==> config.mk <==
export PLATFORM = sky130hd
export DESIGN_NAME = sic_channel
export DESIGN_NICKNAME = d
export VERILOG_FILES = /design/src/core/sic_pkg.sv /design/src/core/sic_channel.sv /design/src/core/sic_prescaler.sv /design/src/core/sic_scl_gen.sv
export SDC_FILE = /design/constraint.sdc
export NUM_CORES = 1
export LEC_CHECK = 0
export BUFFER_PORTS_ARGS = -buffer_cell sky130_fd_sc_hd__buf_2
export CAP_MARGIN = 40
export CORE_MARGIN = 10
export CORE_UTILIZATION = 58
export CTS_CLUSTER_SIZE = 40
export DETAILED_ROUTE_END_ITERATION = 10
export PLACE_DENSITY_LB_ADDON = 0.1
export SYNTH_ARGS = -nofsm -noshare
export SYNTH_HDL_FRONTEND = slang
export SYNTH_SLANG_ARGS = --single-unit
==> constraint.sdc <==
create_clock -name clk -period 3.5 [get_ports clk]
set_input_delay 0.35 -clock clk [delete_from_list [all_inputs] [get_ports clk]]
set_output_delay 0.35 -clock clk [all_outputs]
set_load 0.005 [all_outputs]
==> src/core/sic_pkg.sv <==
// Constants, register map and carrier types of the simple I2C channel.
// Assumes a 32-bit Avalon-MM slave port with waitrequest and one 40 MHz clock.
package sic_pkg;

  // Byte addresses of the registers
  localparam logic [7:0] SIC_ADDR_DATA   = 8'h00; // channel_data_and_divider_register
  localparam logic [7:0] SIC_ADDR_STATUS = 8'h04; // channel_status_register
  localparam logic [7:0] SIC_ADDR_FCLR   = 8'h08; // flag_clear_trigger_register
  localparam logic [7:0] SIC_ADDR_MODE   = 8'h0c; // channel_mode_register
  localparam logic [7:0] SIC_ADDR_PSEL   = 8'h10; // prescaler_select_register
  localparam logic [7:0] SIC_ADDR_START  = 8'h14; // channel_start_trigger_register
  localparam logic [7:0] SIC_ADDR_STOP   = 8'h18; // channel_stop_trigger_register
  localparam logic [7:0] SIC_ADDR_ENST   = 8'h1c; // channel_enabled_status_register
  localparam logic [7:0] SIC_ADDR_OUT    = 8'h20; // serial_output_enable + line levels
  localparam logic [7:0] SIC_ADDR_IRQST  = 8'h24; // sticky event status
  localparam logic [7:0] SIC_ADDR_IRQCLR = 8'h28; // write-one-to-clear
  localparam logic [7:0] SIC_ADDR_IRQEN  = 8'h2c; // event enable

  // Field positions
  localparam int SIC_DIV_LSB  = 9;
  localparam int SIC_DIV_MSB  = 15;
  localparam int SIC_CKS_BIT  = 15;
  localparam int SIC_BFF_BIT  = 0;
  localparam int SIC_OVF_BIT  = 1;
  localparam int SIC_BUSY_BIT = 2;
  localparam int SIC_SOE_BIT  = 0;
  localparam int SIC_SDA_BIT  = 1;
  localparam int SIC_SCL_BIT  = 2;
  localparam int SIC_DIR_BIT  = 0;  // Mode bit 0: 1 = receive
  localparam int SIC_EV_END   = 0;
  localparam int SIC_EV_OVF   = 1;

  // Reset values and limits
  localparam logic [6:0]  SIC_DIV_RST  = 7'h7f;
  localparam logic [7:0]  SIC_PSEL_RST = 8'h00;
  localparam logic [2:0]  SIC_OUT_RST  = 3'h6;   // Lines high, output disabled
  localparam logic [3:0]  SIC_PRS_MAX  = 4'hb;
  localparam logic [3:0]  SIC_BITS     = 4'h8;
  localparam logic [31:0] SIC_UNMAPPED = 32'h0000_0000;

  typedef enum logic [2:0] {
    SIC_IDLE = 3'b000,
    SIC_LOW  = 3'b001,
    SIC_HIGH = 3'b010,
    SIC_DONE = 3'b011
  } sic_state_t;

  // Avalon request bundle
  typedef struct packed {
    logic        rd;
    logic        wr;
    logic [7:0]  addr;
    logic [31:0] wdata;
  } sic_req_t;

  // Line drive bundle: output enables are active low
  typedef struct packed {
    logic scl_oe_n;
    logic sda_oe_n;
  } sic_lines_t;

  // Prescaler code to tick divide: 2^k cycles, every cycle for codes above 11
  function automatic logic [11:0] sic_pre_mask(input logic [3:0] k);
    sic_pre_mask = (k > SIC_PRS_MAX) ? 12'h000 : 12'((12'h001 << k) - 12'h001);
  endfunction

endpackage

==> src/core/sic_channel.sv <==
// Simple I2C master channel: registers, rate generation, byte engine.
// Assumes Avalon-MM master and open-drain pads resolved outside.
`timescale 1ns/1ps
module sic_channel
  import sic_pkg::*;
(
  input  wire logic        clk,
  input  wire logic        reset,
  input  wire logic [7:0]  avs_address,
  input  wire logic        avs_read,
  input  wire logic        avs_write,
  input  wire logic [31:0] avs_writedata,
  output logic [31:0]      avs_readdata,
  output logic             avs_waitrequest,
  input  wire logic        scl_in,
  output logic             scl_out,
  output logic             scl_oe_n,
  input  wire logic        sda_in,
  output logic             sda_out,
  output logic             sda_oe_n,
  output logic             irq
);
  sic_req_t   req;
  sic_lines_t lines;
  sic_state_t st_q, st_d;
  logic       ack_q, ack_d;
  logic [6:0] div_q, div_d;
  logic [15:0] mode_q, mode_d;
  logic [7:0] psel_q, psel_d;
  logic       en_q, en_d;
  logic [2:0] out_q, out_d;
  logic       bff_q, bff_d, ovf_q, ovf_d;
  logic [1:0] ist_q, ist_d, ien_q, ien_d;
  logic [7:0] tx_q, tx_d, rx_q, rx_d, sh_q, sh_d;
  logic [3:0] bit_q, bit_d;
  logic       go_q, go_d;
  logic       scl_q, scl_d, sdo_q, sdo_d;
  logic [31:0] rdata_q, rdata_d;
  logic       tick, half, rx_mode, wr, rd, end_ev, ovf_ev;
  logic [3:0] pre_code;

  assign req = '{rd: avs_read, wr: avs_write, addr: avs_address, wdata: avs_writedata};
  // One wait state per access so read data always come from a flop
  assign avs_waitrequest = (req.rd | req.wr) & ~ack_q;
  assign wr = req.wr & ack_q;
  assign rd = req.rd & ack_q;
  assign rx_mode = mode_q[SIC_DIR_BIT];
  // Clock select chooses upper or lower prescaler field
  assign pre_code = mode_q[SIC_CKS_BIT] ? psel_q[7:4] : psel_q[3:0];

  sic_prescaler u_pre (
    .clk   (clk),
    .reset (reset),
    .code  (pre_code),
    .tick  (tick)
  );

  sic_scl_gen u_scl (
    .clk   (clk),
    .reset (reset),
    .run   (st_q == SIC_LOW || st_q == SIC_HIGH),
    .tick  (tick),
    .div   (div_q),
    .half  (half)
  );

  // Register file and bus handshake
  always_comb begin
    ack_d  = (req.rd | req.wr) & ~ack_q;
    div_d  = div_q;
    mode_d = mode_q;
    psel_d = psel_q;
    en_d   = en_q;
    out_d  = out_q;
    ien_d  = ien_q;
    tx_d   = tx_q;
    rdata_d = rdata_q;
    if (wr) begin
      unique case (req.addr)
        SIC_ADDR_DATA: begin
          div_d = req.wdata[SIC_DIV_MSB:SIC_DIV_LSB];
          tx_d  = req.wdata[7:0];
        end
        SIC_ADDR_MODE:  mode_d = req.wdata[15:0];
        SIC_ADDR_PSEL:  psel_d = req.wdata[7:0];
        SIC_ADDR_START: if (req.wdata[0]) en_d = 1'b1;
        SIC_ADDR_STOP:  if (req.wdata[0]) en_d = 1'b0;
        SIC_ADDR_OUT:   out_d  = req.wdata[2:0];
        SIC_ADDR_IRQEN: ien_d  = req.wdata[1:0];
        default: ;
      endcase
    end
    if (req.rd & ~ack_q) begin
      unique case (req.addr)
        SIC_ADDR_DATA:   rdata_d = {16'h0000, div_q, 1'b0, rx_q};
        SIC_ADDR_STATUS: rdata_d = {29'h0, st_q != SIC_IDLE, ovf_q, bff_q};
        SIC_ADDR_MODE:   rdata_d = {16'h0000, mode_q};
        SIC_ADDR_PSEL:   rdata_d = {24'h000000, psel_q};
        SIC_ADDR_ENST:   rdata_d = {31'h0, en_q};
        SIC_ADDR_OUT:    rdata_d = {29'h0, out_q};
        SIC_ADDR_IRQST:  rdata_d = {30'h0, ist_q};
        SIC_ADDR_IRQEN:  rdata_d = {30'h0, ien_q};
        default:         rdata_d = SIC_UNMAPPED;
      endcase
    end
  end

  always_ff @(posedge clk or posedge reset) begin
    if (reset) begin
      ack_q   <= 1'b0;
      div_q   <= SIC_DIV_RST;
      mode_q  <= 16'h0000;
      psel_q  <= SIC_PSEL_RST;
      en_q    <= 1'b0;
      out_q   <= SIC_OUT_RST;
      ien_q   <= 2'h0;
      tx_q    <= 8'h00;
      rdata_q <= 32'h0000_0000;
    end else begin
      ack_q   <= ack_d;
      div_q   <= div_d;
      mode_q  <= mode_d;
      psel_q  <= psel_d;
      en_q    <= en_d;
      out_q   <= out_d;
      ien_q   <= ien_d;
      tx_q    <= tx_d;
      rdata_q <= rdata_d;
    end
  end
  assign avs_readdata = rdata_q;

  // Byte engine: 8 data bits plus ACK, started by a data write while enabled
  always_comb begin
    st_d   = st_q;
    sh_d   = sh_q;
    bit_d  = bit_q;
    scl_d  = scl_q;
    sdo_d  = sdo_q;
    rx_d   = rx_q;
    go_d   = go_q;
    end_ev = 1'b0;
    unique case (st_q)
      SIC_IDLE: begin
        scl_d = out_q[SIC_SCL_BIT]; // Software levels drive stop/start
        sdo_d = out_q[SIC_SDA_BIT];
        if (wr && req.addr == SIC_ADDR_DATA && en_q) begin
          sh_d  = rx_mode ? 8'hff : req.wdata[7:0];
          bit_d = 4'h0;
          go_d  = 1'b1;
        end
        // Start on a tick so the first low phase is as long as the rest
        if (go_q && tick) begin
          go_d  = 1'b0;
          scl_d = 1'b0;
          sdo_d = rx_mode ? 1'b1 : sh_q[7];
          st_d  = SIC_LOW;
        end
      end
      SIC_LOW: if (half) begin
        scl_d = 1'b1;
        st_d  = SIC_HIGH;
      end
      SIC_HIGH: if (half) begin
        scl_d = 1'b0;
        if (bit_q < SIC_BITS) begin
          sh_d  = {sh_q[6:0], sda_in};
          bit_d = 4'(bit_q + 4'h1);
        end else begin
          bit_d = 4'(bit_q + 4'h1);
        end
        if (bit_q == SIC_BITS) begin
          st_d  = SIC_DONE;
          sdo_d = out_q[SIC_SDA_BIT];
        end else if (bit_q == 4'(SIC_BITS - 4'h1)) begin
          // ACK slot: receiver drives ACK only while output enabled
          sdo_d = rx_mode ? ~out_q[SIC_SOE_BIT] : 1'b1;
          st_d  = SIC_LOW;
        end else begin
          sdo_d = rx_mode ? 1'b1 : sh_q[6];
          st_d  = SIC_LOW;
        end
      end
      SIC_DONE: begin
        if (rx_mode) rx_d = sh_q;
        end_ev = 1'b1;
        st_d   = SIC_IDLE;
      end
      default: st_d = SIC_IDLE;
    endcase
    if (!en_q) begin
      go_d  = 1'b0;
      st_d  = SIC_IDLE;
      scl_d = out_q[SIC_SCL_BIT];
      sdo_d = out_q[SIC_SDA_BIT];
    end
  end

  always_ff @(posedge clk or posedge reset) begin
    if (reset) begin
      st_q  <= SIC_IDLE;
      sh_q  <= 8'h00;
      bit_q <= 4'h0;
      scl_q <= 1'b1;
      sdo_q <= 1'b1;
      rx_q  <= 8'h00;
      go_q  <= 1'b0;
    end else begin
      st_q  <= st_d;
      sh_q  <= sh_d;
      bit_q <= bit_d;
      scl_q <= scl_d;
      sdo_q <= sdo_d;
      rx_q  <= rx_d;
      go_q  <= go_d;
    end
  end

  // Status flags and interrupt: set wins over clear
  assign ovf_ev = end_ev & rx_mode & bff_q;
  always_comb begin
    bff_d = bff_q;
    ovf_d = ovf_q;
    ist_d = ist_q;
    if (rd && req.addr == SIC_ADDR_DATA) bff_d = 1'b0;
    if (wr && req.addr == SIC_ADDR_FCLR && req.wdata[SIC_OVF_BIT]) ovf_d = 1'b0;
    if (wr && req.addr == SIC_ADDR_IRQCLR) ist_d = ist_q & ~req.wdata[1:0];
    if (end_ev && rx_mode) bff_d = 1'b1;
    if (ovf_ev) ovf_d = 1'b1;
    if (end_ev) ist_d[SIC_EV_END] = 1'b1;
    if (ovf_ev) ist_d[SIC_EV_OVF] = 1'b1;
  end

  always_ff @(posedge clk or posedge reset) begin
    if (reset) begin
      bff_q <= 1'b0;
      ovf_q <= 1'b0;
      ist_q <= 2'h0;
    end else begin
      bff_q <= bff_d;
      ovf_q <= ovf_d;
      ist_q <= ist_d;
    end
  end
  assign irq = |(ist_q & ien_q);

  // Open-drain lines: enable active low, only ever pull low
  assign lines    = '{scl_oe_n: scl_q, sda_oe_n: sdo_q};
  assign scl_out  = 1'b0;
  assign sda_out  = 1'b0;
  assign scl_oe_n = lines.scl_oe_n;
  assign sda_oe_n = lines.sda_oe_n;

  a_stop_clears_en: assert property (@(posedge clk) disable iff (reset)
    (wr && req.addr == SIC_ADDR_STOP && req.wdata[0]) |=> !en_q)
    else $error("Stop trigger did not clear enable");
  a_start_sets_en: assert property (@(posedge clk) disable iff (reset)
    (wr && req.addr == SIC_ADDR_START && req.wdata[0] &&
     !(req.addr == SIC_ADDR_STOP)) |=> en_q)
    else $error("Start trigger did not set enable");
  a_read_clears_bff: assert property (@(posedge clk) disable iff (reset)
    (rd && req.addr == SIC_ADDR_DATA && !end_ev) |=> !bff_q)
    else $error("Data read did not clear buffer full");
  a_fclr_ovf: assert property (@(posedge clk) disable iff (reset)
    (wr && req.addr == SIC_ADDR_FCLR && req.wdata[SIC_OVF_BIT] && !ovf_ev) |=> !ovf_q)
    else $error("Flag clear did not clear overrun");
  a_ovf_cause: assert property (@(posedge clk) disable iff (reset)
    $rose(ovf_q) |-> $past(end_ev) && $past(bff_q))
    else $error("Overrun without a second reception");
  a_clk_select: assert property (@(posedge clk) disable iff (reset)
    mode_q[SIC_CKS_BIT] |-> pre_code == psel_q[7:4])
    else $error("Wrong prescaler field selected");
  a_no_ack_off: assert property (@(posedge clk) disable iff (reset)
    (st_q == SIC_HIGH && half && rx_mode && bit_q == 4'h7 && out_q[SIC_SOE_BIT] == 1'b0)
    |=> sda_oe_n) else $error("ACK driven while output disabled");
  a_scl_toggle: assert property (@(posedge clk) disable iff (reset)
    (st_q == SIC_LOW && half && en_q) |=> scl_oe_n)
    else $error("SCL did not rise after low half");
endmodule

==> src/core/sic_prescaler.sv <==
// Operation clock tick generator: one tick every 2^k system clocks, every clock for codes above 11.
// Assumes the code is stable while the channel runs.
`timescale 1ns/1ps
module sic_prescaler
  import sic_pkg::*;
(
  input  wire logic       clk,
  input  wire logic       reset,
  input  wire logic [3:0] code,
  output logic            tick
);
  logic [11:0] cnt_q;
  logic [11:0] cnt_d;
  logic [11:0] mask;

  // Free-running count; tick when all masked bits are set
  always_comb begin
    mask  = sic_pre_mask(code);
    cnt_d = 12'(cnt_q + 12'h001);
    tick  = ((cnt_q & mask) == mask);
  end

  always_ff @(posedge clk or posedge reset) begin
    if (reset) begin
      cnt_q <= 12'h000;
    end else begin
      cnt_q <= cnt_d;
    end
  end

  a_tick_code0: assert property (@(posedge clk) disable iff (reset)
    (code == 4'h0) |-> tick) else $error("Code zero must tick every cycle");
endmodule

==> src/core/sic_scl_gen.sv <==
// Symmetric SCL phase generator from operation clock ticks.
// Assumes divider is 1..127; a zero divider gives a half period of one tick.
`timescale 1ns/1ps
module sic_scl_gen
  import sic_pkg::*;
(
  input  wire logic       clk,
  input  wire logic       reset,
  input  wire logic       run,
  input  wire logic       tick,
  input  wire logic [6:0] div,
  output logic            half
);
  logic [6:0] cnt_q;
  logic [6:0] cnt_d;

  // Half period is div+1 ticks, so both phases are equal
  always_comb begin
    cnt_d = cnt_q;
    half  = 1'b0;
    if (!run) begin
      cnt_d = 7'h00;
    end else if (tick) begin
      if (cnt_q >= div) begin
        cnt_d = 7'h00;
        half  = 1'b1;
      end else begin
        cnt_d = 7'(cnt_q + 7'h01);
      end
    end
  end

  always_ff @(posedge clk or posedge reset) begin
    if (reset) begin
      cnt_q <= 7'h00;
    end else begin
      cnt_q <= cnt_d;
    end
  end

  a_half_bound: assert property (@(posedge clk) disable iff (reset)
    half |-> tick && run) else $error("Half period without tick");
endmodule

==> run metrics <==
run status finished clean; Synth area leader dfrtp_1; gpl congestion 0.906; Comb pwr share 22.7%; # diodes 0; routed wire length 13.8 mm; Fin. Hold Viols 0; Worst Path Required ~3.8 ns; Post-Synth Adder-Cell Area 3.51%; Worst R2R Setup Slack about 0.18 ns; maximum fanout along the worst path 8; clock sink total between 100 and 150; fraction of final layout cells sized beyond drive strength 1 between 20% and 30%; Clock power frac about a third; commonest non-fill, non-tap cells in the layout 90 x dfrtp_1, 53 x nand2_1, 48 x mux2_2, 48 x buf_2, 41 x nor2_1; sw frac between 30% and 40%; part of the cycle the worst path needs between 90% and 100%; post-CTS sizing 0; final setup TNS 0 ns; Worst setup EP type flip-flop; initial antenna violation count 0; I/O Pins between 80 and 90; Seq/Total Area, Yosys 44.6%; detailed-route DRC error count 0; Detail Route Antenna Nets 0; final core utilization ~65%; EDFF count, synth 0; total power roughly 2.9 mW; vias 4,455; Leak 2.96 nW; post-place setup slack between 0.15 and 0.2 ns; P&R area growth vs syn 11.0%; sequential fraction of design power between 40% and 50%; R2R cell count 11; Setup Skew 0.00791 ns; Mapped Cells ~570; relative slew slack around 45%; post-synthesis simple-gate area fraction about 17%; Worst R2R Start psel_q[6]$_DFFE_PP0P_; Setup Fix Bufs, Post-CTS 0; Setup WS post-layout approximately 0.18 ns; Crit path arrival time ~3.6 ns; critical path class flip-flop to flip-flop; Max Root-Sink Buffers 2; Max Cap Viol 0; row count 36; GRT Residual Overflow 0; Die Y approximately 120 um; CTS Hold Bufs 0; number of warnings issued by yosys 0; Detail Placement HPWL roughly 10 mm; TritonCTS clock tree done; largest net degree at the start of global routing 54; Initial Util between 50 and 60%; Synth Cell Area 5700 um^2; Clk Latency, worst-skew pair about 0.38 ns; fin nets 673; gr usage total 19.8%; switching pwr 909 uW; WHS 0.0462 ns; compound-cell area share of the yosys netlist between 15 and 20%; Clock Root Buffer clkbuf_8; Die Width 119 um; Max VDD drop roughly 260 uV; Die Footprint 14,200 um^2; H-Tree Depth 3; Vias/cell between 5 and 6; Synth Flop Type dfrtp_1; final setup vio count 0; Post-synth ARST share 100%; unrepaired setup endpoints after global routing no; pins over their slew limit 0; CTS Buf Count 9; PD cells 459 nW/um^2; Yosys top cell area share 39.5%; Internal Pwr Total between 1.5 and 2 mW; Mapped Avg Cell Area approximately 10 um^2; FF+latch count, synth between 100 and 150; Fmax achieved 301 MHz; Core Area roughly 9700 um^2; Worst Tran Pin Value 0.825 ns; Worst-path clk slew roughly 0.1 ns; min Tclk post-route 3.32 ns; number of global-route vias before repair between 4,000 and 5,000; first-pass GRT wire length roughly 23 mm; Worst R2R End sh_q[4]$_DFFE_PP0P_; Area contributors post-synth dfrtp_1 40%, mux2_2 9.5%, dfstp_2 5.1%; DRT iter0 DRCs 350; Hold Path Class primary input to async pin; Yosys cell types 70; TritonRoute pass-1 iters 5; mux contribution to synthesized area between 10% and 20%; Post-Synth XOR/XNOR Area 1.54%; IO buf count between 40 and 50; CP startpoint psel_q[6]$_DFFE_PP0P_; commonest non-fill, non-tap cell in the layout dfrtp_1; WL per Instance between 15 and 20 um; CP startpoint kind flip-flop; largest family of logic cells by synthesized area simple AND/OR/NAND/NOR gates
worst max path at each step:
stage / slack [ns] / endpoint / cells after the start
3_3_place_gp: 0.28 / sh_q[3]$_DFFE_PP0P_ / 11
5_1_grt: 0.01 / sh_q[0]$_DFFE_PP0P_ / 11
4_1_cts: 0.11 / st_q[1]$_DFFE_PP0P_ / 12
3_5_place_dp: 0.18 / st_q[1]$_DFFE_PP0P_ / 12
6_report: 0.18 / sh_q[4]$_DFFE_PP0P_ / 11
2_1_floorplan: 0.45 / st_q[0]$_DFFE_PP0P_ / 14
area by class of cell:
class,count,area [um^2]
Clock buffer,10,138
Timing Repair Buffer,62,374
Multi-Input combinational cell,411,2890
Fill cell,793,3360
Clock inverter,6,115
Tap cell,133,166
Sequential cell,101,2540
Inverter,26,100
cell usage after synthesis, types with 11 or more instances:
library cell,number
ha_1,16
inv_1,26
dfrtp_1,90
nand2_1,53
clkbuf_1,18
o21ai_0,24
mux2_2,48
nor2_1,42
mux2i_1,13
a21oi_1,22
buf_4,18
nand3_1,15
dfstp_2,11
through the flow:
step | area, um^2 | cells
6_report | 6330 | 749
5_1_grt | 6330 | 749
4_1_cts | 6290 | 748
3_5_place_dp | 6040 | 732
3_3_place_gp | 6040 | 732
2_1_floorplan | 5760 | 583
critical path, cell delays in order (launching register included):
cell and delay, ns:
dfrtp_1 0.52, nor3b_4 0.28, nor2_1 0.09, or2_2 0.30, ha_1 0.30, mux2i_1 0.21, o41a_1 0.19, nand3_1 0.13
o41ai_4 0.41, nand3b_1 0.13, a21o_1 0.31, a221o_1 0.34
sequential cells by signal, summed over array words and instances, names as in the netlist, 7 cells and up:
name	cells
psel_q	8
u_pre.cnt_q	11
u_scl.cnt_q	7
div_q	7
avs_readdata	16
sh_q	8
rx_q	8
mode_q	16
power groups by stage:
stage / combinational [mW] / clock (mW) / sequential [mW]
2_1_floorplan: 0.495 / 0 / 1.31
3_5_place_dp: 0.644 / 0 / 1.33
3_3_place_gp: 0.628 / 0 / 1.33
4_1_cts: 0.647 / 0.948 / 1.31
6_report: 0.660 / 0.933 / 1.31
5_1_grt: 0.745 / 0.991 / 1.32
kinds of logic (layout without fill, tap and decap cells):
group                    count (synthesis)  count (layout)
AND/OR/NAND/NOR                        183             183
AO/OA/AOI/OAI                          123             123
flip-flops                             101             101
buffers and inverters                   71             104
multiplexers                            61              61
adder cells (fa/ha/maj)                 16              16
XOR/XNOR                                10              10
other                                    1              18
routing by layer:
metal / share of wire (%) / routed length [um] / GRT usage (%)
met3: 6.4 / 880 / 4.63
met1: 44 / 6080 / 25.2
met5: 0 / 0 / 0
met4: 2.1 / 294 / 8.02
met2: 47 / 6550 / 31.7
(Power assumes the default switching activity.)
